[src/spis_pkg.sv]
/*
  Package for the serial port interrupt status and clear block: register offsets,
  field positions and reset values.
  Assumes a 32-bit APB register bus with byte addresses.
*/
package spis_pkg;
  // ==========================================================================
  // Register map
  localparam logic [11:0] SPIS_OFF_RAW    = 12'h018;
  localparam logic [11:0] SPIS_OFF_MIS    = 12'h01C;
  localparam logic [11:0] SPIS_OFF_ICR    = 12'h020;
  localparam logic [11:0] SPIS_OFF_MASK   = 12'h024;
  // ==========================================================================
  // Field positions
  localparam int          SPIS_BIT_ROR    = 0;
  localparam int          SPIS_BIT_RT     = 1;
  localparam int          SPIS_BIT_RX     = 2;
  localparam int          SPIS_BIT_TX     = 3;
  localparam int          SPIS_NSRC       = 4;
  // ==========================================================================
  // Reset values
  localparam logic [3:0]  SPIS_MASK_RST   = 4'h0;
  localparam logic [1:0]  SPIS_LATCH_RST  = 2'h0;
  localparam logic [31:0] SPIS_RDATA_RST  = 32'h0000_0000;
endpackage

[src/spis_sync.sv]
/*
  Two flip-flop level synchroniser, one per bit.
  Assumes inputs come from outside the pclk domain.
*/
`timescale 1ns/100ps
module spis_sync #(
  parameter int W = 4
) (
  // Clock and reset
  input  wire logic         pclk,
  input  wire logic         presetn,
  // Data
  input  wire logic [W-1:0] d,
  output logic      [W-1:0] q
);
  typedef struct packed {
    logic [W-1:0] s1;
    logic [W-1:0] s2;
  } spis_sync_t;

  spis_sync_t r_q;
  spis_sync_t r_d;

  always_comb begin
    r_d    = r_q;
    r_d.s1 = d;
    r_d.s2 = r_q.s1;
  end

  always_ff @(posedge pclk or negedge presetn) begin
    if (!presetn) begin
      r_q <= '0;
    end else begin
      r_q <= r_d;
    end
  end

  assign q = r_q.s2;
endmodule // spis_sync

[src/spis_irq.sv]
/*
  Interrupt status and clear block of a synchronous serial port, APB slave.
  Assumes FIFO level flags and time-out/overrun event pulses come from the
  serial engine, possibly in another domain, and are synchronised here.
*/
// Local design decision: the APB interface to the registers.
`timescale 1ns/100ps
module spis_irq
  import spis_pkg::*;
(
  // Clock and reset
  input  wire logic        pclk,
  input  wire logic        presetn,
  // APB slave
  input  wire logic        psel,
  input  wire logic        penable,
  input  wire logic        pwrite,
  input  wire logic [11:0] paddr,
  input  wire logic [31:0] pwdata,
  output logic      [31:0] prdata,
  output logic             pready,
  output logic             pslverr,
  // Serial engine sources
  input  wire logic        tx_half_empty,
  input  wire logic        rx_half_full,
  input  wire logic        rx_timeout_evt,
  input  wire logic        rx_overrun_evt,
  // Interrupt
  output logic             irq
);
  // ==========================================================================
  // Synchronisers
  logic [3:0] src_s;

  spis_sync #(.W(4)) u_sync (
    .pclk    (pclk),
    .presetn (presetn),
    .d       ({tx_half_empty, rx_half_full, rx_timeout_evt, rx_overrun_evt}),
    .q       (src_s)
  );

  // ==========================================================================
  // State
  typedef struct packed {
    logic [1:0]  ev_prev;
    logic [1:0]  latch;
    logic [3:0]  mask;
    logic [31:0] rdata;
    logic        ready;
    logic        err;
    logic        irq;
  } spis_state_t;

  spis_state_t s_q;
  spis_state_t s_d;

  logic [3:0] raw;
  logic [3:0] mis;
  logic [1:0] ev_rise;
  logic       setup;
  logic       acc;
  logic       wr;
  logic       rd;
  logic [1:0] clr;

  always_comb begin
    s_d     = s_q;
    ev_rise = src_s[1:0] & ~s_q.ev_prev;
    raw     = {src_s[3:2], s_q.latch};
    mis     = raw & s_q.mask;
    setup   = psel && !penable;
    acc     = psel && penable && s_q.ready;
    wr      = acc && pwrite;
    rd      = setup && !pwrite;
    clr     = '0;
    s_d.ev_prev = src_s[1:0];
    s_d.ready   = setup;
    s_d.err     = 1'b0;
    if (rd) begin
      s_d.rdata = SPIS_RDATA_RST;
    end
    // Reads are decoded in setup; writes commit only at the access edge
    if (setup || wr) begin
      case (paddr)
        SPIS_OFF_RAW: begin
          if (rd) begin
            s_d.rdata[3:0] = raw;
          end
        end
        SPIS_OFF_MIS: begin
          if (rd) begin
            s_d.rdata[3:0] = mis;
          end
        end
        SPIS_OFF_ICR: begin
          if (wr) begin
            clr = pwdata[SPIS_BIT_RT:SPIS_BIT_ROR];
          end
        end
        SPIS_OFF_MASK: begin
          if (wr) begin
            s_d.mask = pwdata[3:0];
          end
          if (rd) begin
            s_d.rdata[3:0] = s_q.mask;
          end
        end
        default: begin
          s_d.err = setup;
        end
      endcase
    end
    // Masked status writes fall through with no effect; set wins over clear
    s_d.latch = (s_q.latch & ~clr) | ev_rise;
    s_d.irq   = |(({src_s[3:2], s_d.latch}) & s_d.mask);
  end

  always_ff @(posedge pclk or negedge presetn) begin
    if (!presetn) begin
      s_q         <= '0;
      s_q.mask    <= SPIS_MASK_RST;
      s_q.latch   <= SPIS_LATCH_RST;
      s_q.rdata   <= SPIS_RDATA_RST;
    end else begin
      s_q <= s_d;
    end
  end

  assign prdata  = s_q.rdata;
  assign pready  = s_q.ready;
  assign pslverr = s_q.err;
  assign irq     = s_q.irq;

  // ==========================================================================
  // Assertions
  property p_mis_read;
    @(posedge pclk) disable iff (!presetn)
      (psel && !penable && !pwrite && paddr == SPIS_OFF_MIS)
      |=> (prdata[3:0] == $past(mis) && prdata[31:4] == 28'h0000000);
  endproperty
  a_mis_read: assert property (p_mis_read) else $error("masked status read wrong");

  property p_mis_write;
    @(posedge pclk) disable iff (!presetn)
      (wr && paddr == SPIS_OFF_MIS && ev_rise == 2'h0)
      |=> ($stable(s_q.mask) && s_q.latch == $past(s_q.latch));
  endproperty
  a_mis_write: assert property (p_mis_write) else $error("masked status write had effect");

  property p_clear_one;
    @(posedge pclk) disable iff (!presetn)
      (wr && paddr == SPIS_OFF_ICR && pwdata[1] && !ev_rise[1])
      |=> !s_q.latch[1];
  endproperty
  a_clear_one: assert property (p_clear_one) else $error("time-out not cleared");

  property p_clear_zero;
    @(posedge pclk) disable iff (!presetn)
      (wr && paddr == SPIS_OFF_ICR && !pwdata[0] && s_q.latch[0])
      |=> s_q.latch[0];
  endproperty
  a_clear_zero: assert property (p_clear_zero) else $error("overrun lost on zero write");

  property p_clear_zero_rt;
    @(posedge pclk) disable iff (!presetn)
      (wr && paddr == SPIS_OFF_ICR && !pwdata[1] && s_q.latch[1])
      |=> s_q.latch[1];
  endproperty
  a_clear_zero_rt: assert property (p_clear_zero_rt) else $error("time-out lost");

  property p_evt_set_ror;
    @(posedge pclk) disable iff (!presetn)
      ev_rise[0] |=> s_q.latch[0];
  endproperty
  a_evt_set_ror: assert property (p_evt_set_ror) else $error("overrun event lost");

  property p_evt_set_rt;
    @(posedge pclk) disable iff (!presetn)
      ev_rise[1] |=> s_q.latch[1];
  endproperty
  a_evt_set_rt: assert property (p_evt_set_rt) else $error("time-out event lost");

  property p_upper_zero;
    @(posedge pclk) disable iff (!presetn)
      pready |-> (prdata[31:4] == 28'h0000000);
  endproperty
  a_upper_zero: assert property (p_upper_zero) else $error("upper read bits not zero");

  property p_mask_hold;
    @(posedge pclk) disable iff (!presetn)
      !(wr && paddr == SPIS_OFF_MASK) |=> $stable(s_q.mask);
  endproperty
  a_mask_hold: assert property (p_mask_hold) else $error("mask changed without write");

  property p_ready_pulse;
    @(posedge pclk) disable iff (!presetn)
      pready |=> !pready;
  endproperty
  a_ready_pulse: assert property (p_ready_pulse) else $error("ready longer than one cycle");

  property p_mask_and;
    @(posedge pclk) disable iff (!presetn)
      1'b1 |=> (irq == |({$past(src_s[3:2]), s_q.latch} & s_q.mask));
  endproperty
  a_mask_and: assert property (p_mask_and) else $error("irq not masked status");

  // ==========================================================================
  // Coverage
  c_err: cover property (@(posedge pclk) disable iff (!presetn) pslverr);
  c_ror: cover property (@(posedge pclk) disable iff (!presetn) $rose(s_q.latch[0]));
  c_clear: cover property (@(posedge pclk) disable iff (!presetn)
    s_q.latch[1] ##1 !s_q.latch[1]);
  c_irq: cover property (@(posedge pclk) disable iff (!presetn) $rose(irq));
  c_read: cover property (@(posedge pclk) disable iff (!presetn)
    rd && paddr == SPIS_OFF_MIS ##1 prdata[0]);
endmodule // spis_irq

[config.mk]
export PLATFORM = sky130hd
export DESIGN_NAME = spis_irq
export DESIGN_NICKNAME = d
export VERILOG_FILES = /design/src/spis_pkg.sv /design/src/spis_sync.sv /design/src/spis_irq.sv
export SDC_FILE = /design/constraint.sdc
export NUM_CORES = 1
export LEC_CHECK = 0
export ABC_CLOCK_PERIOD_IN_PS = 1900
export BUFFER_PORTS_ARGS = -buffer_cell sky130_fd_sc_hd__buf_2
export CAP_MARGIN = 10
export CORE_ASPECT_RATIO = 1.25
export CORE_UTILIZATION = 41
export CTS_CLUSTER_SIZE = 20
export DETAILED_ROUTE_END_ITERATION = 12
export MAX_ROUTING_LAYER = met4
export PLACE_DENSITY = 0.85
export SKIP_CTS_REPAIR_TIMING = 1
export SKIP_LAST_GASP = 1
export SYNTH_ARGS = -nofsm -noshare
export SYNTH_HDL_FRONTEND = slang
export SYNTH_HIERARCHICAL = 1
export SYNTH_SLANG_ARGS = --single-unit
[constraint.sdc]
create_clock -name pclk -period 1.9 [get_ports pclk]
set_clock_uncertainty 0.1 [all_clocks]
set_input_delay 0.57 -clock pclk [delete_from_list [all_inputs] [get_ports pclk]]
set_output_delay 0.57 -clock pclk [all_outputs]
set_load 0.01 [all_outputs]
==> impl_metrics.tcl <==
set metrics [dict create \
    route.vias.total 931 \
    start_util 0.433 \
    yosys_most_used_dff "dfrtp_1" \
    internal-power_w 0.000613 \
    max_freq_mhz 625 \
    r2r-end "irq" \
    switching_share 0.249 \
    grt_max_degree 24 \
    cts-htree-levels 1 \
    die_area_sq_um 3340 \
    crit_slowest_cell "and4_1" \
    crit_path_cell_trace "buf_2, nor2_1, and4_1, and3_1, mux2i_1, o2111ai_1" \
    netlist_area_sq_um 1270 \
    end_kind "flop" \
    routed_wirelength_mm 2.03 \
    fin_setup_tns_ns 0 \
    run_status "finished, final reports clean" \
    dp_hpwl_mm 1.64 \
    gp_congestion 0.773 \
    rrSetupSlack_ns 0.35 \
    dieWidth_microns 51.9 \
    grt_overflow 0 \
    rr_worst_depth 5 \
    cts_tree "yes" \
    period_share 0.842 \
    path_buf_inv 1 \
    routed_via_density 4.68 \
    postRouteAntennaNets 0 \
    antenna_found_initial 0 \
    drv_cap 0 \
    p_clk_frac 0.269 \
    synthToLayoutAreaGrowth_pct 7.85 \
    synthCells 132 \
    ys_types 33 \
    place_inst 195 \
    n_antenna_cell 0 \
    clkSinkCount 23 \
    grt_pass1_vias 906 \
    cts.clk_slew.worst_paths_ns 0.12 \
    cp_top_family "simple AND/OR/NAND/NOR gates" \
    cp.arrival_ns 1.68 \
    setup_viol 0 \
    final_cells 199 \
    synth_top_area_share 0.451 \
    finalCriticalPeriod_ns 1.60 \
    wl_per_cell_microns 10.2 \
    min_path_type "in -> async" \
    cts_made_buffers 3 \
    slew_viol_final 0 \
    synthArstFlopShare 1.00 \
    p_sw_w 0.000203 \
    fillers 308 \
    drt_iter0_drc 10 \
    postSynthAreaPerCell_sq_um 9.66 \
    cts_buffer_depth 2 \
    insertion_delay_ns 0.31 \
    synth_top_area_cell "dfrtp_1" \
    synthTopCellsByArea "dfrtp_1 (45%), buf_4 (19%), and4_1 (4.1%), a21oi_1 (3.5%), o21ai_0 (3.1%)" \
    grt_usage 0.148 \
    pwr-share-comb 0.110 \
    powerDensity_nw_per_um2 594 \
    hold_viol 0 \
    drive_above_1_share 0.264 \
    drc 0 \
    final_nets 217 \
    cts_root_buf "clkbuf_4" \
    io_buffers 31 \
    p_seq_frac 0.621 \
    ir_worst_vdd_mv 0.396 \
    rr_startpoint "pready" \
    seq_area_frac_synth 0.451 \
    drt_pass1_iterations 4 \
    power_w 0.000817 \
    io_pins 88 \
    critPathMaxStageDelay_ns 0.24 \
    worstPathRequired_ns 1.98 \
    yosysWarnings 6 \
    core-area_sq_um 2950 \
    rsz0062_at_grt "false" \
    crit_fanout 4 \
    die_y_microns 64.3 \
    crit_type "in -> reg" \
    start_kind "input port" \
    rows 22 \
    synth_seq_cells 23 \
    grt_pass1_wl_mm 3.61 \
    synth_edf_count 0 \
    p_leak_nw 0.699 \
]
-- how the worst max path moves through the flow --
stage | slack, ns | start | to | cells after the start
2_1_floorplan | 0.20 | pwrite | irq | 6
3_3_place_gp | -0.03 | paddr[3] | irq | 6
3_5_place_dp | -0.05 | paddr[3] | irq | 6
4_1_cts | 0.30 | paddr[3] | irq | 6
5_1_grt | 0.22 | paddr[3] | irq | 7
6_report | 0.30 | paddr[3] | irq | 6
-- cells in the final DEF (no fill, tap or decap), drive strengths merged, types with 2 or more instances in the layout --
cell    count
buf        35
nand2       6
nor2b       4
and3        2
and2        3
inv         7
and4        6
clkbuf      4
or2         3
a31oi       3
nand3       2
o21ai       9
conb       28
a21oi       9
nor2        6
dfrtp      23
-- layer usage --
| layer | track usage | up-vias | part of all wire |
|---|---|---|---|
| li1 | - | 457 | - |
| met1 | 0.138 | 434 | 0.36 |
| met2 | 0.287 | 36 | 0.57 |
| met3 | 0.0214 | 4 | 0.052 |
| met4 | 0.0608 | 0 | 0.013 |
| met5 | - | - | 0 |
-- cell usage after synthesis (all sizes together) (2+ instances only) --
master	n
nand3	2
nand2	6
or2	3
and2	3
buf	35
o21ai	9
a21oi	9
dfrtp	23
nor2b	4
a31oi	3
and3	2
and4	6
inv	7
nor2	6
-- through the flow --
step | setup slack, ns | utilization | instance area [sq um] | hold slack (ns)
2_1_floorplan | 0.197 | - | 1380 | 0.174
3_3_place_gp | -0.0348 | 0.458 | 1350 | 0.231
3_5_place_dp | -0.0506 | 0.458 | 1350 | 0.236
4_1_cts | 0.299 | 0.467 | 1380 | 0.113
5_1_grt | 0.224 | 0.467 | 1380 | 0.126
6_report | 0.300 | 0.467 | 1380 | 0.106
-- state kept, by name (all words and copies together), names as in the netlist --
signal	flops
pslverr	1
s_q	6
irq	1
pready	1
u_sync/r_d	4
u_sync/q	4
raw	2
prdata	4
-- layout make-up --
class	count	area, sq um	area share
sequential	23	576	0.419
multi-input combinational	94	517	0.376
timing repair buffer	35	185	0.135
tap	36	45.0	0.0328
clock buffer	4	26.3	0.0191
inverter	7	26.3	0.0191
-- power groups by stage --
stage | clock network [W] | logic [W] | registers [W]
4_1_cts | 0.000236 | 0.0000900 | 0.000508
6_report | 0.000220 | 0.0000895 | 0.000507
3_5_place_dp | 0 | 0.0000898 | 0.000517
3_3_place_gp | 0 | 0.0000877 | 0.000516
2_1_floorplan | 0 | 0.0000876 | 0.000517
5_1_grt | 0.000250 | 0.000102 | 0.000510
-- worst register-to-register path: cells and delay by family, from the launching register on --
kind / cells / cell delay [ns]
compound gates: 2 / 0.42
flops: 1 / 0.37
simple gates: 3 / 0.54
-- cell families after synthesis --
group	Yosys count	synth area share
other	1	0.00294
muxes	1	0.00785
and+or+nand+nor	37	0.178
AOI/OAI and AO/OA	28	0.137
DFF	23	0.451
buffers and inverters	42	0.223
Power figures use the tool's default switching activity.
